`src/armc_map.svh`:
```
// Offsets, field values and counts for the read multiple block
`ifndef ARMC_MAP_SVH
`define ARMC_MAP_SVH
`define ARMC_A_DATA     6'h00
`define ARMC_A_FEAT     6'h04
`define ARMC_A_SCNT     6'h08
`define ARMC_A_SNUM     6'h0c
`define ARMC_A_CLO      6'h10
`define ARMC_A_CHI      6'h14
`define ARMC_A_DEVH     6'h18
`define ARMC_A_CMD      6'h1c
`define ARMC_A_ERR      6'h20
`define ARMC_A_CTRL     6'h24
`define ARMC_A_BLK      6'h28
`define ARMC_CMD_RM28   8'hc4
`define ARMC_CMD_RM48   8'h29
`define ARMC_ST_FIXED   8'h50
`define ARMC_ST_BSY     8'h80
`define ARMC_ST_DRQ     8'h08
`define ARMC_ST_ERR     8'h01
`define ARMC_ER_UNC     8'h40
`define ARMC_ER_IDN     8'h10
`define ARMC_ER_ABT     8'h04
`define ARMC_HOB_BIT    7
`define ARMC_DH_RST     8'ha0
`define ARMC_SECT_LAST  8'hff
`define ARMC_CNT28_ZERO 17'h00100
`define ARMC_CNT48_ZERO 17'h10000
`define ARMC_FIFO_W     16
`define ARMC_FIFO_D     32
`endif

```
`src/armc_pkg.sv`:
```
// Types for the read multiple block
package armc_pkg;
  typedef enum logic [1:0] {
    ST_IDLE,
    ST_SEEK,
    ST_STREAM,
    ST_DRAIN
  } armc_state_t;
endpackage

```
`src/armc_top.sv`:
```
// Read multiple command engine with its sector data FIFO
//
// Register access over Avalon-MM and the register offsets are this design's own decisions.
`timescale 1ns/1ns
`include "armc_map.svh"

// ****************************************
// Sector data FIFO
// ****************************************
module armc_fifo #(
  parameter int W = `ARMC_FIFO_W,
  parameter int D = `ARMC_FIFO_D
) (
  input  wire logic         clk,
  input  wire logic         rst_n,
  input  wire logic         flush,
  input  wire logic [W-1:0] in_data,
  input  wire logic         in_valid,
  output logic              in_ready,
  output logic [W-1:0]      out_data,
  output logic              out_valid,
  input  wire logic         out_ready
);
  localparam int AW = $clog2(D);
  logic [W-1:0]  mem_r [D];
  logic [AW-1:0] wr_r;
  logic [AW-1:0] rd_r;
  logic [AW:0]   cnt_r;
  logic [AW:0]   cnt_nxt;
  logic          in_ready_r;
  logic          out_valid_r;
  logic          push;
  logic          pop;

  assign push = in_valid && in_ready_r && !flush;
  assign pop = out_ready && out_valid_r && !flush;
  assign in_ready = in_ready_r;
  assign out_valid = out_valid_r;
  assign out_data = mem_r[rd_r];

  always_comb begin
    if (flush) begin
      cnt_nxt = '0;
    end else begin
      cnt_nxt = cnt_r + (AW+1)'(push) - (AW+1)'(pop);
    end
  end

  always_ff @(posedge clk) begin
    if (push) begin
      mem_r[wr_r] <= in_data;
    end
  end

  always_ff @(posedge clk or negedge rst_n) begin
    if (!rst_n) begin
      wr_r        <= '0;
      rd_r        <= '0;
      cnt_r       <= '0;
      in_ready_r  <= 1'b0;
      out_valid_r <= 1'b0;
    end else begin
      if (flush) begin
        wr_r <= '0;
        rd_r <= '0;
      end else begin
        if (push) begin
          wr_r <= wr_r + 1'b1;
        end
        if (pop) begin
          rd_r <= rd_r + 1'b1;
        end
      end
      cnt_r       <= cnt_nxt;
      in_ready_r  <= cnt_nxt != (AW+1)'(D);
      out_valid_r <= cnt_nxt != '0;
    end
  end
endmodule

module armc_top (
  input  wire logic        ref_clk,
  input  wire logic        nrst,
  input  wire logic [5:0]  avs_address,
  input  wire logic        avs_read,
  input  wire logic        avs_write,
  input  wire logic [3:0]  avs_byteenable,
  input  wire logic [31:0] avs_writedata,
  output logic [31:0]      avs_readdata,
  output logic             avs_waitrequest,
  output logic             host_intrq,
  output logic             media_req,
  output logic [47:0]      media_lba,
  input  wire logic        media_valid,
  input  wire logic [15:0] media_data,
  output logic             media_ready,
  input  wire logic        media_err,
  input  wire logic        media_err_idn
);
  armc_pkg::armc_state_t state_r;
  logic        wait_r;
  logic        intrq_r;
  logic        drq_r;
  logic        req_r;
  logic        cmd48_r;
  logic        hob_r;
  logic        sterr_r;
  logic [31:0] rdata_r;
  logic [31:0] rd_mux;
  logic [47:0] lba_r;
  logic [47:0] mlba_r;
  logic [47:0] start_lba;
  logic [47:0] last_lba;
  logic [47:0] wb_lba;
  logic [16:0] sect_left_r;
  logic [16:0] start_cnt;
  logic [15:0] pop_left_r;
  logic [15:0] fifo_data;
  logic [7:0]  blk_r;
  logic [7:0]  blk_sect_r;
  logic [7:0]  push_cnt_r;
  logic [7:0]  err_r;
  logic [7:0]  cmd;
  logic [7:0]  sc_r;
  logic [7:0]  sc_p_r;
  logic [7:0]  sn_r;
  logic [7:0]  sn_p_r;
  logic [7:0]  cl_r;
  logic [7:0]  cl_p_r;
  logic [7:0]  ch_r;
  logic [7:0]  ch_p_r;
  logic [7:0]  dh_r;
  logic        acc;
  logic        busy;
  logic        push;
  logic        pop;
  logic        fail;
  logic        blk_end;
  logic        done;
  logic        tf_wr;
  logic        cmd_wr;
  logic        go;
  logic        abort;
  logic        rd_ok;
  logic        fifo_valid;
  logic        fifo_ready;

  function automatic logic [7:0] pick(input logic h,
                                      input logic [7:0] c,
                                      input logic [7:0] p);
    return h ? p : c;
  endfunction

  function automatic logic [7:0] take_of(input logic [16:0] n,
                                         input logic [7:0] b);
    return (n < {9'h000, b}) ? n[7:0] : b;
  endfunction

  // ****************************************
  // Bus decode
  // ****************************************
  assign acc = !wait_r && (avs_read || avs_write);
  assign busy = state_r != armc_pkg::ST_IDLE;
  assign push = media_valid && fifo_ready;
  assign pop = acc && avs_read && avs_address == `ARMC_A_DATA && drq_r;
  assign fail = media_err && busy;
  assign blk_end = pop && pop_left_r == 16'h0001;
  assign done = blk_end && sect_left_r == 17'h00000;
  assign cmd = avs_writedata[7:0];
  assign tf_wr = acc && avs_write && avs_byteenable[0] && !busy;
  assign cmd_wr = tf_wr && avs_address == `ARMC_A_CMD;
  assign go = cmd_wr && blk_r != 8'h00 &&
              (cmd == `ARMC_CMD_RM28 || cmd == `ARMC_CMD_RM48);
  assign abort = cmd_wr && !go;
  assign rd_ok = !(avs_read && avs_address == `ARMC_A_DATA &&
                   drq_r && !fifo_valid);
  assign last_lba = lba_r - 48'h000000000001;
  assign wb_lba = fail ? lba_r : last_lba;

  always_comb begin
    if (cmd == `ARMC_CMD_RM48) begin
      start_lba = {ch_p_r, cl_p_r, sn_p_r, ch_r, cl_r, sn_r};
      start_cnt = {1'b0, sc_p_r, sc_r};
      if ({sc_p_r, sc_r} == 16'h0000) begin
        start_cnt = `ARMC_CNT48_ZERO;
      end
    end else begin
      start_lba = {20'h00000, dh_r[3:0], ch_r, cl_r, sn_r};
      start_cnt = {9'h000, sc_r};
      if (sc_r == 8'h00) begin
        start_cnt = `ARMC_CNT28_ZERO;
      end
    end
  end

  always_comb begin
    rd_mux = 32'h00000000;
    unique case (avs_address)
      `ARMC_A_DATA: rd_mux[15:0] = drq_r ? fifo_data : 16'h0000;
      `ARMC_A_SCNT: rd_mux[7:0] = pick(hob_r, sc_r, sc_p_r);
      `ARMC_A_SNUM: rd_mux[7:0] = pick(hob_r, sn_r, sn_p_r);
      `ARMC_A_CLO:  rd_mux[7:0] = pick(hob_r, cl_r, cl_p_r);
      `ARMC_A_CHI:  rd_mux[7:0] = pick(hob_r, ch_r, ch_p_r);
      `ARMC_A_DEVH: rd_mux[7:0] = dh_r;
      `ARMC_A_CMD:  rd_mux[7:0] = `ARMC_ST_FIXED |
                      ((busy && !drq_r) ? `ARMC_ST_BSY : 8'h00) |
                      (drq_r ? `ARMC_ST_DRQ : 8'h00) |
                      (sterr_r ? `ARMC_ST_ERR : 8'h00);
      `ARMC_A_ERR:  rd_mux[7:0] = err_r;
      `ARMC_A_CTRL: rd_mux[`ARMC_HOB_BIT] = hob_r;
      `ARMC_A_BLK:  rd_mux[7:0] = blk_r;
      default:      rd_mux = 32'h00000000;
    endcase
  end

  // ****************************************
  // Avalon slave handshake
  // ****************************************
  always_ff @(posedge ref_clk or negedge nrst) begin
    if (!nrst) begin
      wait_r  <= 1'b1;
      rdata_r <= 32'h00000000;
    end else if (wait_r && (avs_read || avs_write) && rd_ok) begin
      wait_r  <= 1'b0;
      rdata_r <= rd_mux;
    end else begin
      wait_r <= 1'b1;
    end
  end

  a_data_word16: assert property (@(posedge ref_clk) disable iff (!nrst)
    (!avs_waitrequest && avs_read && avs_address == `ARMC_A_DATA)
    |-> avs_readdata[31:16] == 16'h0000)
    else $error("data word wider than 16 bits");

  a_status_fixed: assert property (@(posedge ref_clk) disable iff (!nrst)
    (!avs_waitrequest && avs_read && avs_address == `ARMC_A_CMD)
    |-> (avs_readdata[7:0] & 8'h66) == 8'h40)
    else $error("status fixed bits wrong");

  // ****************************************
  // Command sequencer
  // ****************************************
  always_ff @(posedge ref_clk or negedge nrst) begin
    if (!nrst) begin
      state_r     <= armc_pkg::ST_IDLE;
      lba_r       <= 48'h000000000000;
      mlba_r      <= 48'h000000000000;
      sect_left_r <= 17'h00000;
      blk_sect_r  <= 8'h00;
      push_cnt_r  <= 8'h00;
      pop_left_r  <= 16'h0000;
      drq_r       <= 1'b0;
      req_r       <= 1'b0;
      cmd48_r     <= 1'b0;
    end else if (fail) begin
      state_r    <= armc_pkg::ST_IDLE;
      drq_r      <= 1'b0;
      req_r      <= 1'b0;
      push_cnt_r <= 8'h00;
    end else begin
      req_r <= 1'b0;
      if (pop) begin
        pop_left_r <= pop_left_r - 16'h0001;
      end
      unique case (state_r)
        armc_pkg::ST_IDLE: if (go) begin
          lba_r       <= start_lba;
          sect_left_r <= start_cnt;
          cmd48_r     <= cmd == `ARMC_CMD_RM48;
          blk_sect_r  <= take_of(start_cnt, blk_r);
          pop_left_r  <= {take_of(start_cnt, blk_r), 8'h00};
          drq_r       <= 1'b1;
          state_r     <= armc_pkg::ST_SEEK;
        end
        armc_pkg::ST_SEEK: begin
          req_r   <= 1'b1;
          mlba_r  <= lba_r;
          state_r <= armc_pkg::ST_STREAM;
        end
        armc_pkg::ST_STREAM: if (push) begin
          push_cnt_r <= push_cnt_r + 8'h01;
          if (push_cnt_r == `ARMC_SECT_LAST) begin
            lba_r       <= lba_r + 48'h000000000001;
            sect_left_r <= sect_left_r - 17'h00001;
            blk_sect_r  <= blk_sect_r - 8'h01;
            if (blk_sect_r == 8'h01) begin
              state_r <= armc_pkg::ST_DRAIN;
            end else begin
              state_r <= armc_pkg::ST_SEEK;
            end
          end
        end
        armc_pkg::ST_DRAIN: if (blk_end) begin
          if (done) begin
            drq_r   <= 1'b0;
            state_r <= armc_pkg::ST_IDLE;
          end else begin
            blk_sect_r <= take_of(sect_left_r, blk_r);
            pop_left_r <= {take_of(sect_left_r, blk_r), 8'h00};
            state_r    <= armc_pkg::ST_SEEK;
          end
        end
      endcase
    end
  end

  a_c4_start: assert property (@(posedge ref_clk) disable iff (!nrst)
    (cmd_wr && cmd == `ARMC_CMD_RM28 && blk_r != 8'h00)
    |=> state_r == armc_pkg::ST_SEEK && !cmd48_r && drq_r)
    else $error("read multiple 28-bit did not start");

  a_29_start: assert property (@(posedge ref_clk) disable iff (!nrst)
    (cmd_wr && cmd == `ARMC_CMD_RM48 && blk_r != 8'h00)
    |=> state_r == armc_pkg::ST_SEEK && cmd48_r)
    else $error("read multiple 48-bit did not start");

  a_seek_req: assert property (@(posedge ref_clk) disable iff (!nrst)
    (state_r == armc_pkg::ST_SEEK && !media_err)
    |=> media_req && media_lba == $past(lba_r) ##1 !media_req)
    else $error("media request missing or wrong");

  a_cnt48_zero: assert property (@(posedge ref_clk) disable iff (!nrst)
    (go && cmd == `ARMC_CMD_RM48 && {sc_p_r, sc_r} == 16'h0000)
    |=> sect_left_r == `ARMC_CNT48_ZERO)
    else $error("zero count not 65536");

  // ****************************************
  // Interrupt and error reporting
  // ****************************************
  always_ff @(posedge ref_clk or negedge nrst) begin
    if (!nrst) begin
      intrq_r <= 1'b0;
    end else if (go || abort || fail || (blk_end && !done)) begin
      intrq_r <= 1'b1;
    end else if (acc && avs_read && avs_address == `ARMC_A_CMD) begin
      intrq_r <= 1'b0;
    end
  end

  a_blk_intrq: assert property (@(posedge ref_clk) disable iff (!nrst)
    (blk_end && !done && !fail) |=> host_intrq && drq_r)
    else $error("no interrupt at block start");

  always_ff @(posedge ref_clk or negedge nrst) begin
    if (!nrst) begin
      err_r   <= 8'h00;
      sterr_r <= 1'b0;
    end else if (fail) begin
      err_r   <= media_err_idn ? `ARMC_ER_IDN : `ARMC_ER_UNC;
      sterr_r <= 1'b1;
    end else if (abort) begin
      err_r   <= `ARMC_ER_ABT;
      sterr_r <= 1'b1;
    end else if (go) begin
      err_r   <= 8'h00;
      sterr_r <= 1'b0;
    end
  end

  a_err_clean: assert property (@(posedge ref_clk) disable iff (!nrst)
    (err_r & 8'hab) == 8'h00 && (err_r != 8'h00) == sterr_r)
    else $error("error register reserved bits set");

  a_abort_noblk: assert property (@(posedge ref_clk) disable iff (!nrst)
    (cmd_wr && blk_r == 8'h00)
    |=> err_r == `ARMC_ER_ABT && sterr_r && !drq_r && !busy)
    else $error("command without block size not aborted");

  // ****************************************
  // Taskfile registers
  // ****************************************
  always_ff @(posedge ref_clk or negedge nrst) begin
    if (!nrst) begin
      {sc_r, sc_p_r, sn_r, sn_p_r} <= 32'h00000000;
      {cl_r, cl_p_r, ch_r, ch_p_r} <= 32'h00000000;
      dh_r  <= `ARMC_DH_RST;
      hob_r <= 1'b0;
      blk_r <= 8'h00;
    end else begin
      if (fail || done) begin
        sn_r <= wb_lba[7:0];
        cl_r <= wb_lba[15:8];
        ch_r <= wb_lba[23:16];
        if (cmd48_r) begin
          sn_p_r <= wb_lba[31:24];
          cl_p_r <= wb_lba[39:32];
          ch_p_r <= wb_lba[47:40];
        end else begin
          dh_r[3:0] <= wb_lba[27:24];
          sc_r      <= sect_left_r[7:0];
        end
      end else if (tf_wr) begin
        unique case (avs_address)
          `ARMC_A_SCNT: {sc_p_r, sc_r} <= {sc_r, cmd};
          `ARMC_A_SNUM: {sn_p_r, sn_r} <= {sn_r, cmd};
          `ARMC_A_CLO:  {cl_p_r, cl_r} <= {cl_r, cmd};
          `ARMC_A_CHI:  {ch_p_r, ch_r} <= {ch_r, cmd};
          `ARMC_A_DEVH: dh_r <= cmd;
          `ARMC_A_BLK:  blk_r <= cmd;
          default:      blk_r <= blk_r;
        endcase
      end
      if (acc && avs_write && avs_byteenable[0] &&
          avs_address == `ARMC_A_CTRL) begin
        hob_r <= avs_writedata[`ARMC_HOB_BIT];
      end
    end
  end

  a_done_dh: assert property (@(posedge ref_clk) disable iff (!nrst)
    (done && !fail && !cmd48_r)
    |=> {20'h00000, dh_r[3:0], ch_r, cl_r, sn_r} == $past(last_lba))
    else $error("28-bit completion address wrong");

  a_fail_lba: assert property (@(posedge ref_clk) disable iff (!nrst)
    (fail && cmd48_r)
    |=> {ch_p_r, cl_p_r, sn_p_r, ch_r, cl_r, sn_r} == $past(lba_r))
    else $error("failing sector address not kept");

  // ****************************************
  // Data path and outputs
  // ****************************************
  armc_fifo #(
    .W(`ARMC_FIFO_W),
    .D(`ARMC_FIFO_D)
  ) u_fifo (
    .clk       (ref_clk),
    .rst_n     (nrst),
    .flush     (fail),
    .in_data   (media_data),
    .in_valid  (media_valid),
    .in_ready  (fifo_ready),
    .out_data  (fifo_data),
    .out_valid (fifo_valid),
    .out_ready (pop)
  );

  assign avs_readdata = rdata_r;
  assign avs_waitrequest = wait_r;
  assign host_intrq = intrq_r;
  assign media_req = req_r;
  assign media_lba = mlba_r;
  assign media_ready = fifo_ready;
endmodule
```
`config.mk`:
```
export PLATFORM = sky130hd
export DESIGN_NAME = armc_top
export DESIGN_NICKNAME = d
export VERILOG_FILES = /design/src/armc_pkg.sv /design/src/armc_top.sv
export VERILOG_INCLUDE_DIRS = /design/src
export SDC_FILE = /design/constraint.sdc
export NUM_CORES = 1
export LEC_CHECK = 0
export BUFFER_PORTS_ARGS = -buffer_cell sky130_fd_sc_hd__buf_2
export CAP_MARGIN = 5
export CORE_MARGIN = 3
export CORE_UTILIZATION = 45
export DETAILED_ROUTE_END_ITERATION = 10
export MAX_ROUTING_LAYER = met4
export SLEW_MARGIN = 20
export SYNTH_ARGS = -nofsm -noshare
export SYNTH_HDL_FRONTEND = slang
export SYNTH_SLANG_ARGS = --single-unit
```
`constraint.sdc`:
```
create_clock -name ref_clk -period 4.85 [get_ports ref_clk]
set_clock_uncertainty 0.2 [all_clocks]
set_input_delay 0.2425 -clock ref_clk [delete_from_list [all_inputs] [get_ports ref_clk]]
set_output_delay 0.2425 -clock ref_clk [all_outputs]
set_load 0.05 [all_outputs]
```
# Yosys cells after proc, flatten, opt, wreduce, memory -nomap -nowiden
# Memory sizes are Yosys's and may differ from the RTL's.
# Index checks and enable logic that the tools add are counted.
# totals
n_memories,1
output_inout_bits,84
word_cells,262
latchBits,0
mem_bits_rw,512
in_bits,65
romBits,0
reg_bits,276
# mem_list
memory,depth,word_bits,read_ports,rd_ports_with_merged_regs,wr,line,rtl
u_fifo.mem_r,32,16,1,0,1,armc_top.sv:25,logic [W-1:0] mem_r [D];
# op_classes
mux,101
mul,0
n_bitwise,4
eq_ne,30
order_cmp,2
add_sub_neg,10
shifts,0
n_div,0
n_reduce_logical,82
# op_table
op,n
8-bit two-way mux,44
48-bit two-way mux,5
48-bit one-hot mux with 2 select lines,1
17-bit two-way mux,5
16-bit two-way mux,5
7-bit one-hot mux with 9 select lines,1
"48-bit by 1-bit adder with 48-bit output, second input constant",1
"48-bit by 1-bit subtractor with 48-bit output, second input constant",1
17-bit by 8-bit < comparator with 1-bit output,2
17-bit one-hot mux with 2 select lines,1
16-bit one-hot mux with 2 select lines,1
1-bit logical AND,27
3-bit AND reduction,9
2-bit nonzero test,13
"6-bit by 5-bit == test with 1-bit output, second input constant",4
8-bit one-hot mux with 3 select lines,1
4-bit two-way mux,5
5-bit two-way mux,4
"6-bit == test, second input constant",3
17-bit zero test,1
"17-bit by 1-bit subtractor with 17-bit output, second input constant",1
"16-bit by 1-bit == test with 1-bit output, second input constant",1
"8-bit == test, second input constant",2
16-bit zero test,1
other kinds (37),90

# Depth between registers and ports, before layout
# Gate-level depths: netlist of the first run.
# depth
word_depth,14
depth_mapped,20

# Hierarchy
# From an unflattened synthesis of the first run, not the netlist that was laid out.
# unflattened
cells_unflattened,2701
area_unflattened_um2,35851.9
# by_module_without_submodules
mod,seq_area_each_um2,area_per_inst_um2,cells_each,n_inst
armc_fifo,15825.2,20644.8,988,1
armc_top,6334.8,15207.1,1713,1

# Least setup slack after synthesis of the first run
# OpenSTA, ideal clock, no wires.
# synth_timing
path_type,register to register
start,register state_r[0]
end,register u_fifo.in_ready_r (netlist: u_fifo.in_ready)
required_time_ns,4.510
setup_time_ns,0.140
n_path_buf,4
t_arrival_ns,3.785
path_slack_ns,0.725
path_stages_with_launch,19
path_cell_list,dfrtp_1 -> inv_1 -> ha_1 -> clkbuf_1 -> nand2b_1 -> clkbuf_1 -> clkbuf_1 -> clkbuf_1 -> and3_1 -> ha_1 -> inv_1 -> ha_1 -> inv_1 -> fa_1 -> xor2_1 -> nor2_1 -> or3_1 -> nor3_1 -> nand3_1
# synth_between
elab_chain_len,8
# synth_rtl
item,line,rtl
start: declaration,armc_top.sv:100,armc_pkg::armc_state_t state_r;
start signal: assignment,armc_top.sv:246,state_r <= armc_pkg::ST_IDLE;
start signal: assignment,armc_top.sv:257,state_r <= armc_pkg::ST_IDLE;
start signal: assignment,armc_top.sv:274,state_r <= armc_pkg::ST_SEEK;
2-bit nonzero test *,armc_top.sv:163,assign busy = state_r != armc_pkg::ST_IDLE;
1-bit logical AND *,armc_top.sv:166,assign fail = media_err && busy;
1-bit zero test,"armc_top.sv:35, armc_top.sv:36",
1-bit logical AND,armc_top.sv:35,assign push = in_valid && in_ready_r && !flush;
6-bit by 1-bit adder with 6-bit output,armc_top.sv:45,cnt_nxt = cnt_r + (AW+1)'(push) - (AW+1)'(pop);
6-bit by 1-bit subtractor with 6-bit output,armc_top.sv:45,
6-bit two-way mux *,armc_top.sv:42,if (flush) begin
named net u_fifo.cnt_nxt[2],armc_top.sv:29,logic [AW:0] cnt_nxt;
6-bit inequality test *,armc_top.sv:75,in_ready_r <= cnt_nxt != (AW+1)'(D);
end signal: assignment,armc_top.sv:75,
end: declaration,armc_top.sv:30,logic in_ready_r;
# Mark *: on every way through the listed nets, which the timed path passes. The rest lies on a longest branch.
# A chain may end at the register's enable or synchronous reset.

# Worst setup path after layout of the first run
# layout_timing
start,register state_r[0]
end,register blk_sect_r[2]
# layout_between
elab_chain_len,8
# layout_rtl
item,line,rtl
2-bit nonzero test,armc_top.sv:163,
1-bit zero test,armc_top.sv:170,assign tf_wr = acc && avs_write && avs_byteenable[0] && !busy;
1-bit logical AND,armc_top.sv:170,
1-bit logical AND (no source line),n/a,
1-bit logical AND (2 in a row),armc_top.sv:172,assign go = cmd_wr && blk_r != 8'h00 &&
2-bit inequality test (no source line),n/a,
7-bit AND reduction (no source line),n/a,
end signal: assignment,armc_top.sv:271,"blk_sect_r <= take_of(start_cnt, blk_r);"
end signal: assignment,armc_top.sv:286,blk_sect_r <= blk_sect_r - 8'h01;
end signal: assignment,armc_top.sv:299,"blk_sect_r <= take_of(sect_left_r, blk_r);"
end: declaration,armc_top.sv:120,logic [7:0] blk_sect_r;
# Several ways; a longest one is shown, not always the timed one.

==> results of run 1 <==
critical path, delay by kind of cell (launching register included):
| family | cells | cell delay (ns) |
|---|---|---|
| compound gates | 4 | 1.47 |
| simple gates | 3 | 0.84 |
| fa+ha+maj | 1 | 0.53 |
| flops | 1 | 0.44 |
| buf+inv | 2 | 0.34 |
stage by stage:
step / util [%] / power, mW / hold slack (ns) / cells
final: 52.15 / 20.21 / 0.08628 / 3840
after global routing: 52.15 / 21.18 / 0.1140 / 3840
after CTS: 52.14 / 20.33 / 0.05236 / 3839
after detailed placement: 48.13 / 13.82 / 0.2261 / 3653
after global placement: 48.13 / 13.65 / 0.2125 / 3653
after floorplan: - / 12.19 / -0.2531 / 2627
layer usage:
| layer | wire, µm | global-route usage [%] | vias to the layer above |
|---|---|---|---|
| met1 | 40500 | 31.86 | 11920 |
| met2 | 48110 | 39.44 | 828 |
| met3 | 5192 | 2.985 | 194 |
| li1 | - | - | 10210 |
| met4 | 3340 | 8.156 | 0 |
| met5 | 0 | - | - |
cell usage after synthesis, types with 6 or more instances:
master and count:
a211oi_1 6, a21o_1 9, a21oi_1 108, a221oi_1 13
a222oi_1 6, a22oi_1 28, a31oi_1 22, and2_1 17
and3_1 23, buf_1 28, buf_4 19, clkbuf_1 144
dfrtp_1 268, edfxtp_1 512, ha_1 39, inv_1 46
mux2_2 70, mux2i_1 80, mux4_2 160, nand2_1 181
nand2b_1 13, nand3_1 83, nand3b_1 8, nand4_1 16
nand4b_1 11, nor2_1 199, nor2b_1 7, nor3_1 56
nor4_1 21, o21ai_0 155, o221ai_1 8, o22ai_1 34
o2bb2ai_1 9, o31ai_1 7, or2_2 6, or3_1 16
or4_1 15, xnor2_1 40, xor2_1 30
final cells by class:
cell class              count  share of cell area [%]
clock buffers             114                   5.585
inverters                  47                  0.4331
flip-flops and latches    783                   54.43
clock inverters            39                   1.293
repair buffers            218                   3.784
multi-input cells        1598                   31.27
well taps                1040                   3.195
diodes                      1                0.006144
worst max path at each step:
stage               cells past startpoint                    from  slack, ns                         to
floorplan                              18  state_r[0]$_DFFE_PN0P_       0.72  u_fifo.in_ready$_DFF_PN0_
global placement                        9  state_r[0]$_DFFE_PN0P_       0.96  blk_sect_r[0]$_DFFE_PN0P_
detailed placement                     10  state_r[0]$_DFFE_PN0P_       0.93  blk_sect_r[2]$_DFFE_PN0P_
CTS                                    10  state_r[0]$_DFFE_PN0P_       0.92  blk_sect_r[2]$_DFFE_PN0P_
global route                           10  state_r[0]$_DFFE_PN0P_       0.62  blk_sect_r[2]$_DFFE_PN0P_
finish                                 10  state_r[0]$_DFFE_PN0P_       0.89  blk_sect_r[2]$_DFFE_PN0P_
registers in the layout, summed over array words and instances (netlist names), 3 cells and up:
register,flops
blk_r,8
ch_p_r,8
pop_left_r,16
cl_p_r,8
media_lba,48
u_fifo.cnt_r,6
ch_r,8
err_r,3
u_fifo.rd_r,5
push_cnt_r,8
sc_r,8
sc_p_r,8
lba_r,48
avs_readdata,16
sn_r,8
dh_r,8
u_fifo.wr_r,5
sn_p_r,8
sect_left_r,17
u_fifo.mem_r,512
cl_r,8
blk_sect_r,8
power by group through the flow:
| stage | logic, mW | clock network [mW] | registers, mW |
|---|---|---|---|
| after floorplan | 3.13 | 0 | 9.05 |
| after detailed placement | 4.68 | 0 | 9.14 |
| after global routing | 5.16 | 6.88 | 9.14 |
| after global placement | 4.56 | 0 | 9.10 |
| final | 4.71 | 6.47 | 9.03 |
| after CTS | 4.72 | 6.61 | 9.01 |
cells by family (layout without fill, tap and decap cells):
| kind of cell | Yosys count | in the layout |
|---|---|---|
| flops | 783 | 783 |
| simple gates | 707 | 707 |
| compound gates | 455 | 455 |
| mux | 310 | 310 |
| buf+inv | 246 | 418 |
| xor+xnor | 70 | 70 |
| fa+ha+maj | 40 | 40 |
| other cells | 1 | 17 |
==> summary.md, run 1 <==
| Metric | Value |
|---|---|
| Starting Density | `45.81%` |
| Placer congestion estimate | `0.9405` |
| Final Hold Viols | `0` |
| Period utilization | `81.61%` |
| Avg Synthesized Cell Area | `13.70 µm²` |
| Post-synth ARST share | `34.61%` |
| Die height | `288.0 µm` |
| Synth Flop Type | `edfxtp_1` |
| Root Driver | `clkbuf_16` |
| Highest-count cells in the layout ignoring fill and taps | `512 x edfxtp_1, 264 x dfrtp_1, 186 x nor2_1, 180 x nand2_1, 160 x mux4_2` |
| Synth top area share | `42.97%` |
| PD cells | `496.1 nW/µm²` |
| Sw frac | `33.71%` |
| Clock sink count | `783` |
| Cell Int Power | `13.40 mW` |
| Area of the multi-input gates | `12,740 µm²` |
| Fillcell total | `6,564` |
| Actual transition at the worst max-transition pin | `1.074 ns` |
| DIE AREA | `82,940 µm²` |
| Slew Viols, Final | `0` |
| Synth cell types | `85` |
| Final WL | `97,140 µm` |
| Final Critical Period | `3.958 ns` |
| Post-CTS Resized | `0` |
| Slowest stage delay, CP | `0.56 ns` |
| Synth area leader | `edfxtp_1` |
| IO Port Bufs | `105` |
| Setup tns final | `0 ns` |
| Critical Path Start Type | `flip-flop` |
| Share of post-route cells with drive strength above 1 | `20.90%` |
| Commonest non-fill, non-tap cell in the layout | `edfxtp_1` |
| Largest net degree at the start of global routing | `121` |
| Mapped cell area | `35,780 µm²` |
| LEAKAGE | `14.63 nW` |
| Synth Area in Simple Gates | `9.717%` |
| Post-Synth XOR/XNOR Area | `1.713%` |
| Setup violators final | `0` |
| Critical Path RT | `5.16 ns` |
| Avg Vias per Cell | `6.029` |
| Syn. warnings | `0` |
| Post-CTS Hold Fix Bufs | `33` |
| Sw power | `6.811 mW` |
| Status | `finished, final reports clean` |
| FF+latch area | `22,170 µm²` |
| CTS H-tree depth | `3` |
| Worst path cell trace | `inv_1 -> ha_1 -> and4b_1 -> buf_4 -> nand3_1 -> a221o_1 -> a211o_1 -> or2_1 -> a221oi_1 -> o2bb2ai_1` |
| Nets | `2,837` |
| Final Worst Setup Slack | `0.8917 ns` |
| Final global-route overflow total | `0` |
| Die Width | `288.0 µm` |
| Min-delay worst type | `in2async` |
| I/O pin count | `149` |
| Post-synthesis compound-gate area fraction | `7.836%` |
| DRT iter0 DRCs | `2,260` |
| TritonCTS clock tree | `done` |
| Max-Cap Viols | `0` |
| Skew-Pair Late Insertion Delay | `0.64 ns` |
| Sequential power share | `44.7%` |
| Seq/Total Area, Yosys | `61.93%` |
| R2R Setup Slk | `0.89 ns` |
| Reg2reg path depth | `10` |
| Placement Rows | `102` |
| Critical R2R Launch | `state_r[0]$_DFFE_PN0P_` |
| Multiplexer area fraction after synthesis | `14.51%` |
| RSZ-0062 raised after global routing | `false` |
| Routed vias | `23,150` |
| Dpl hpwl | `62,980 µm` |
| Num CTS Buffers | `84` |
| Area Growth Syn to Fin | `13.83%` |
| CP arrival | `4.27 ns` |
| Post-synthesis cell count | `2,612` |
| Relative slew slack | `27.66%` |
| Worst VDD drop | `0.2993 mV` |
| Largest family of logic cells by synthesized area | `multiplexers` |
| Drc violations | `0` |
| Adder-cell share of the synthesized area | `1.420%` |
| Tot GR Track Use | `24.25%` |
| Antenna violations before repair | `1` |
| Clock transition at the registers of the reported paths | `0.06 ns` |
| Design Area, Final | `40,730 µm²` |
| Post CTS Setup Buffer Count | `0` |
| Flops & latches, synth | `783` |
| Dpl cell area | `37,590 µm²` |
| CP Capture Type | `flip-flop` |
| DRT antenna net count | `0` |
| CP max FO | `13` |
| Fmax | `252.6 MHz` |
| Core Area | `78,100 µm²` |
| DRT Pass-1 Iters | `7` |
| Post-synth EDFFs | `512` |
| Crit path max-delay cell type | `a221o_1` |
| Dpl ws | `0.9341 ns` |
| Routed len/inst | `25.30 µm` |
| First-pass GRT wire length | `146,600 µm` |
| Crit Reg-Reg Endpoint | `blk_sect_r[2]$_DFFE_PN0P_` |
| Max clock buf depth | `3` |
| Worst Path Class, Setup | `reg2reg` |
| Logic pwr share | `23.3%` |
| Clock power share | `32.0%` |
| Vias in the first global route | `23,200` |
| Ranking of synthesized cells by area | `edfxtp_1 43%, dfrtp_1 19%, mux4_2 10%` |
(Power assumes the default switching activity.)
==> run 2, diff against run 1 <==
--- a/config.mk
+++ b/config.mk
@@ -6,6 +6,7 @@
 export SDC_FILE = /design/constraint.sdc
 export NUM_CORES = 1
 export LEC_CHECK = 0
+export ABC_AREA = 1
 export BUFFER_PORTS_ARGS = -buffer_cell sky130_fd_sc_hd__buf_2
 export CAP_MARGIN = 5
 export CORE_MARGIN = 3
==> constraint.sdc (replaced) <==
create_clock -name ref_clk -period 3.7 [get_ports ref_clk]
set_clock_uncertainty 0.2 [all_clocks]
set_input_delay 0.185 -clock ref_clk [delete_from_list [all_inputs] [get_ports ref_clk]]
set_output_delay 0.185 -clock ref_clk [all_outputs]
set_load 0.05 [all_outputs]
==> summary.md, run 2 <==
| Metric | Value |
|---|---|
| DIE AREA | `87,590 µm² (+5.6%)` |
| Post-synthesis cell count | `3,960 (+52%)` |
| Clock sink count | `783 (unchanged)` |
| Area Growth Syn to Fin | `14.48%` |
| Largest net degree at the start of global routing | `150 (+24%)` |
| Starting Density | `45.78% (about the same)` |
| Avg Vias per Cell | `5.753 (-4.6%)` |
| RSZ-0062 raised after global routing | `false` |
| Crit Reg-Reg Endpoint | `blk_r[0]$_DFFE_PN0P_` |
| Critical Path Start Type | `flip-flop` |
| Largest Register | `u_fifo.mem_r` |
| Core Area | `82,640 µm² (+5.8%)` |
| Post-synth EDFFs | `512 (unchanged)` |
| Final Worst Setup Slack | `0.2592 ns (-0.6325 ns)` |
| Final global-route overflow total | `0 (unchanged)` |
| Max clock buf depth | `3 (unchanged)` |
| Dpl cell area | `39,810 µm² (+5.9%)` |
| Drc violations | `0 (unchanged)` |
| Count leader, synth | `nand2_1` |
| R2R Setup Slk | `0.26 ns (-0.63 ns)` |
| Placement Rows | `105 (+2.9%)` |
| Most common library cells after synthesis | `654 x nand2_1, 567 x nor2_1, 520 x o21ai_0` |
| CP Capture Type | `flip-flop` |
| Reg2reg path depth | `11 (+1)` |
| Max-Cap Viols | `0 (unchanged)` |
| CTS H-tree depth | `3 (unchanged)` |
| Hold_sp | `avs_address[5]` |
| Status | `finished, final reports clean` |
| Mapped cell area | `37,830 µm² (+5.7%)` |
| Critical Path RT | `4.09 ns (-1.07 ns)` |
| Routed len/inst | `23.26 µm (-8.0%)` |
| Dpl ws | `0.1920 ns (-0.7420 ns)` |
| Final WL | `122,300 µm (+26%)` |
| Post CTS Setup Buffer Count | `0 (unchanged)` |
| Min-delay worst type | `in2reg` |
| Flops & latches, synth | `783 (unchanged)` |
| CP max FO | `26 (+13)` |
| First-pass GRT wire length | `182,800 µm (+25%)` |
| Syn. warnings | `0 (unchanged)` |
| IO Port Bufs | `105 (unchanged)` |
| Worst Hold End | `pop_left_r[0]$_DFFE_PN0N_` |
| Die Width | `296.0 µm (+2.8%)` |
| Skew-Pair Late Insertion Delay | `0.66 ns (+0.02 ns)` |
| Avg Synthesized Cell Area | `9.554 µm² (-30%)` |
| Worst VDD drop | `0.4392 mV (+47%)` |
| CP arrival | `3.83 ns (-0.44 ns)` |
| DRT antenna net count | `0 (unchanged)` |
| WP buf/inv | `6 (+4)` |
| Synth top area share | `40.64% (-2.3 points)` |
| Fmax | `290.6 MHz (+15%)` |
| Slew Viols, Final | `0 (unchanged)` |
| Dpl hpwl | `80,820 µm (+28%)` |
| Critical path origin | `state_r[0]$_DFFE_PN0P_` |
| Placer congestion estimate | `0.9937 (+5.7%)` |
| Worst Path Class, Setup | `reg2reg` |
| Final cell count without fillers | `5,257 (+37%)` |
| Slowest stage delay, CP | `0.58 ns (+0.02 ns)` |
| DRT iter0 DRCs | `3,030 (+34%)` |
| DRT Pass-1 Iters | `6 (-1)` |
| Tot GR Track Use | `28.58% (+4.3 points)` |
| Die height | `296.0 µm (+2.8%)` |
| Clock transition at the registers of the reported paths | `0.06 ns (about the same)` |
| Share of post-route cells with drive strength above 1 | `12.26% (-8.6 points)` |
| Synth Flop Type | `edfxtp_1` |
| Fillcell total | `7,534 (+15%)` |
| Critical R2R Launch | `state_r[0]$_DFFE_PN0P_` |
| Antenna violations before repair | `2 (+1)` |
| Final Hold Viols | `0 (unchanged)` |
| Hold path depth | `10` |
| Nets | `4,217 (+49%)` |
| Worst hold slack | `0.1619 ns (+0.07557 ns)` |
| Ranking of synthesized cells by area | `edfxtp_1 41%, dfrtp_1 18%, o21ai_0 6.9%` |
| Setup violators final | `0 (unchanged)` |
| Synth area leader | `edfxtp_1` |
| Num CTS Buffers | `88 (+4.8%)` |
| Synth cell types | `68 (-20%)` |
| Commonest non-fill, non-tap cell in the layout | `nand2_1` |
| Highest-count cells in the layout ignoring fill and taps | `653 x nand2_1, 535 x nor2_1, 520 x o21ai_0, 512 x edfxtp_1, 274 x inv_1` |
| Actual transition at the worst max-transition pin | `1.042 ns (-0.03125 ns)` |
| Relative slew slack | `30.43% (+2.8 points)` |
| Period utilization | `92.99% (+11 points)` |
| Vias in the first global route | `28,600 (+23%)` |
| Setup tns final | `0 ns (unchanged)` |
| Worst path cell trace | `inv_1 -> ha_1 -> inv_2 -> nand2_4 -> inv_2 -> buf_4 -> a31oi_4 -> buf_4 -> nand4_2 -> o21ai_0 -> dlygate4sd3_1` |
| Seq/Total Area, Yosys | `58.57% (-3.4 points)` |
| Routed vias | `30,240 (+31%)` |
| Post-layout util | `52.41% (+0.26 points)` |
| Placed insts | `5,043 (+38%)` |
| I/O pin count | `149 (unchanged)` |
| Post-synth ARST share | `34.61% (unchanged)` |
| Power Total | `28.91 mW (+43%)` |
| Kind of cell adding the most delay to the critical path | `buffers and inverters` |
| Design Area, Final | `43,310 µm² (+6.3%)` |
| Final Critical Period | `3.441 ns (-0.5175 ns)` |
| Crit path max-delay cell type | `dlygate4sd3_1` |
| Root Driver | `clkbuf_16` |
| LEAKAGE | `16.80 nW (+15%)` |
| Largest register FFs | `512 (unchanged)` |
| TritonCTS clock tree | `done` |
| PD cells | `667.5 nW/µm² (+35%)` |
==> run 2: cell count changes after synthesis, sizes merged, moves of 50 or more <==
cell / previous run / this run
nand2: 182 / 676
nor2: 199 / 597
o21ai: 157 / 542
inv: 46 / 292
mux4: 160 / 0
nand3: 84 / 223
o221ai: 8 / 91
mux2i: 80 / 3
mux2: 70 / 1
o211ai: 5 / 62
nand4: 16 / 66
==> run 2: routing by layer <==
metal	share of wire, %	wire length, µm	vias to the layer above	GRT usage [%]
li1	-	-	14050	-
met1	43	52470	14760	38.74
met2	46	56810	1203	44.62
met3	6.7	8153	231	3.145
met4	4.0	4844	0	10.82
met5	0	0	-	-
==> run 2: timing repair <==
action | 4_1_cts | 5_1_grt
gates resized for setup | 0 | 1
hold endpoints to repair | 841 | 0
hold buffers | 49 | 0
endpoints found under the setup margin | 0 | 2
==> run 2: area by class of cell <==
type,count,area [µm²],area share (%)
inverter,299,1137,2.626
sequential,783,22170,51.19
multi-input combinational,2671,13650,31.52
antenna,2,5.005,0.01156
clock inverter,54,584.3,1.349
clock buffer,109,2392,5.524
tap,1070,1339,3.091
timing repair buffer,269,2032,4.692
==> run 2: worst max-delay path by stage <==
| stage | end | depth (start not counted) |
|---|---|---|
| 3_5_place_dp | u_fifo.out_valid$_DFF_PN0_ | 20 |
| 4_1_cts | u_fifo.out_valid$_DFF_PN0_ | 20 |
| 5_1_grt | u_fifo.out_valid$_DFF_PN0_ | 20 |
| 3_3_place_gp | u_fifo.out_valid$_DFF_PN0_ | 20 |
| 2_1_floorplan | u_fifo.out_valid$_DFF_PN0_ | 21 |
| 6_report | blk_r[0]$_DFFE_PN0P_ | 11 |
==> run 2: cell families after synthesis <==
logic type | synth area share [%]
flip-flops | 58.57
buffers and inverters | 5.741
multiplexers | 0.1091
AO/OA/AOI/OAI | 13.83
other | 0.009912
XOR/XNOR | 1.644
AND/OR/NAND/NOR | 18.75
adder cells (fa/ha/maj) | 1.343
==> run 2: worst min-delay path: stages <==
cell,delay (ns)
buf_2,0.08
inv_1,0.10
nand2_1,0.16
nor2_4,0.08
nand3_4,0.08
nor2_1,0.05
inv_1,0.07
nand2_1,0.06
nand3_1,0.08
inv_1,0.04
==> run 2: power breakdown <==
part	leakage [nW]	switching (mW)	internal [mW]	total, mW
Sequential	8.03	1.13	10.5	11.6
Clock	1.45	3.71	5.19	8.90
Combinational	7.31	6.08	2.35	8.42
==> run 3, diff against run 2 <==
--- a/config.mk
+++ b/config.mk
@@ -7,12 +7,13 @@
 export NUM_CORES = 1
 export LEC_CHECK = 0
 export ABC_AREA = 1
-export BUFFER_PORTS_ARGS = -buffer_cell sky130_fd_sc_hd__buf_2
 export CAP_MARGIN = 5
 export CORE_MARGIN = 3
-export CORE_UTILIZATION = 45
+export CORE_UTILIZATION = 55
 export DETAILED_ROUTE_END_ITERATION = 10
+export DONT_BUFFER_PORTS = 1
 export MAX_ROUTING_LAYER = met4
+export PLACE_DENSITY = 0.7
 export SLEW_MARGIN = 20
 export SYNTH_ARGS = -nofsm -noshare
 export SYNTH_HDL_FRONTEND = slang
==> summary.md, run 3 (same netlist as run 2, synthesis figures left out) <==
| Metric | Value |
|---|---|
| Dpl hpwl | `72,470 µm (-10%)` |
| Placed insts | `4,723 (-6.3%)` |
| Reg2reg path depth | `12 (+1)` |
| Critical R2R Launch | `state_r[1]$_DFFE_PN0P_` |
| Antenna violations before repair | `4 (+2)` |
| Clock sink count | `783 (unchanged)` |
| Area Growth Syn to Fin | `11.46%` |
| Commonest non-fill, non-tap cell in the layout | `nand2_1` |
| Root Driver | `clkbuf_16` |
| Fillcell total | `5,602 (-26%)` |
| Largest net degree at the start of global routing | `272 (+81%)` |
| Final Hold Viols | `271 (+271)` |
| Routed len/inst | `22.57 µm (-3.0%)` |
| Tot GR Track Use | `31.92% (+3.3 points)` |
| Skew-Pair Late Insertion Delay | `0.65 ns (about the same)` |
| Cell depth of the worst setup path | `11 (unchanged)` |
| Setup violators final | `0 (unchanged)` |
| DRT antenna net count | `0 (unchanged)` |
| RSZ-0062 raised after global routing | `false` |
| Final Critical Period | `3.415 ns (-0.02566 ns)` |
| Highest-count cells in the layout ignoring fill and taps | `653 x nand2_1, 539 x nor2_1, 520 x o21ai_0, 512 x edfxtp_1, 274 x inv_1` |
| LEAKAGE | `16.12 nW (-4.0%)` |
| First-pass GRT wire length | `169,500 µm (-7.3%)` |
| I/O pin count | `149 (unchanged)` |
| Worst path cell trace | `dlygate4sd3_1 -> nor2_4 -> nand2_2 -> dlygate4sd3_1 -> nor2_4 -> dlygate4sd3_1 -> nand3_1 -> dlygate4sd3_1 -> nand2_1 -> nand3_1 -> dlygate4sd3_1` |
| DIE AREA | `71,970 µm² (-18%)` |
| Relative slew slack | `24.52% (-5.9 points)` |
| Worst hold slack | `-0.9620 ns (-1.124 ns)` |
| Worst Path Class, Setup | `in2reg` |
| Die height | `268.3 µm (-9.4%)` |
| Crit path top cell by count | `dlygate4sd3_1` |
| Critical Path RT | `4.01 ns (-0.08 ns)` |
| Status | `finished, violations left` |
| CTS H-tree depth | `3 (unchanged)` |
| Critical Path Start Type | `input port` |
| Max clock buf depth | `3 (unchanged)` |
| Critical path origin | `avs_address[0]` |
| Nets | `4,097 (-2.8%)` |
| WP buf/inv | `5 (-1)` |
| DRT iter0 DRCs | `3,294 (+8.7%)` |
| Share of post-route cells with drive strength above 1 | `9.194% (-3.1 points)` |
| IO Port Bufs | `0 (-100%)` |
| Slowest stage delay, CP | `0.61 ns (+0.03 ns)` |
| Kind of cell adding the most delay to the critical path | `buffers and inverters` |
| Avg Vias per Cell | `6.051 (+5.2%)` |
| Final WL | `111,300 µm (-8.9%)` |
| PD cells | `656.6 nW/µm² (-1.6%)` |
| Clock transition at the registers of the reported paths | `0.06 ns (about the same)` |
| Slew Viols, Final | `0 (unchanged)` |
| Largest register FFs | `512 (unchanged)` |
| Placer congestion estimate | `0.9960 (+0.23%)` |
| R2R Setup Slk | `0.29 ns (+0.03 ns)` |
| Num CTS Buffers | `82 (-6.8%)` |
| Actual transition at the worst max-transition pin | `1.129 ns (+0.08603 ns)` |
| Crit path to | `host_intrq$_DFFE_PN0P_` |
| Drc violations | `0 (unchanged)` |
| Starting Density | `55.94% (+10 points)` |
| DRT Pass-1 Iters | `7 (+1)` |
| Min-delay worst type | `in2async` |
| CP Capture Type | `flip-flop` |
| Routed vias | `29,850 (-1.3%)` |
| Die Width | `268.3 µm (-9.4%)` |
| Crit Reg-Reg Endpoint | `dh_r[6]$_DFFE_PN0P_` |
| Placement Rows | `95 (-9.5%)` |
| Vias in the first global route | `28,470 (-0.44%)` |
| Violated checks | `negative hold slack` |
| Core Area | `67,630 µm² (-18%)` |
| Power Total | `27.69 mW (-4.2%)` |
| Largest Register | `u_fifo.mem_r` |
| CP max FO | `4 (-85%)` |
| Post CTS Setup Buffer Count | `0 (unchanged)` |
| Final global-route overflow total | `0 (unchanged)` |
| Period utilization | `92.30% (-0.69 points)` |
| Worst VDD drop | `0.4235 mV (-3.6%)` |
| Setup tns final | `0 ns (unchanged)` |
| Fmax | `292.8 MHz (+0.75%)` |
| TritonCTS clock tree | `done` |
| CP arrival | `3.72 ns (-0.11 ns)` |
| Crit path max-delay cell type | `dlygate4sd3_1` |
| Max-Cap Viols | `0 (unchanged)` |
| Final cell count without fillers | `4,933 (-6.2%)` |
## run 3: report_power, final
part	leakage (nW)	internal (mW)	switching, mW
registers	8.03	10.5	1.85
logic	6.81	2.18	5.09
clock network	1.28	4.62	3.50
## run 3: area by class of cell
class / count / area [µm²] / area share (%)
Tap cell: 873 / 1092 / 2.590
Inverter: 299 / 1137 / 2.697
Antenna cell: 3 / 7.507 / 0.01780
Timing Repair Buffer: 155 / 1469 / 3.483
Clock inverter: 28 / 321.6 / 0.7626
Multi-Input combinational cell: 2671 / 13640 / 32.35
Clock buffer: 121 / 2330 / 5.525
Sequential cell: 783 / 22170 / 52.58
## run 3: worst min-delay path by stage
stage / startpoint / endpoint
detailed placement: nrst / media_lba[47]$_DFFE_PN0P_
global placement: nrst / media_lba[45]$_DFFE_PN0P_
CTS: nrst / media_lba[47]$_DFFE_PN0P_
floorplan: nrst / avs_readdata[0]$_DFFE_PN0P_
finish: nrst / media_lba[45]$_DFFE_PN0P_
global route: nrst / media_lba[43]$_DFFE_PN0P_
## run 3: repair_timing
item / CTS / global route
resized for setup: 0 / 1
endpoints found under the hold margin: 895 / 431
hold buffers: 53 / 5
endpoints found under the setup margin: 0 / 1
## run 3: layer usage
layer / vias to the layer above / global-route usage, % / share of wire, % / wire length [µm]
met4: 0 / 14.37 / 5.0 / 5561
met3: 315 / 5.374 / 7.9 / 8758
met2: 1379 / 50.46 / 47 / 52690
met5: - / - / 0 / 0
li1: 13820 / - / - / -
met1: 14340 / 40.75 / 40 / 44330
## run 3: per-stage QoR
step | cell area (µm²) | utilization (%) | worst slack, ns
2_1_floorplan | 37890 | - | 0.1717
3_3_place_gp | 38890 | 57.50 | 0.2922
3_5_place_dp | 38890 | 57.50 | 0.3028
4_1_cts | 42130 | 62.29 | 0.2738
5_1_grt | 42170 | 62.35 | 0.08628
6_report | 42170 | 62.35 | 0.2849
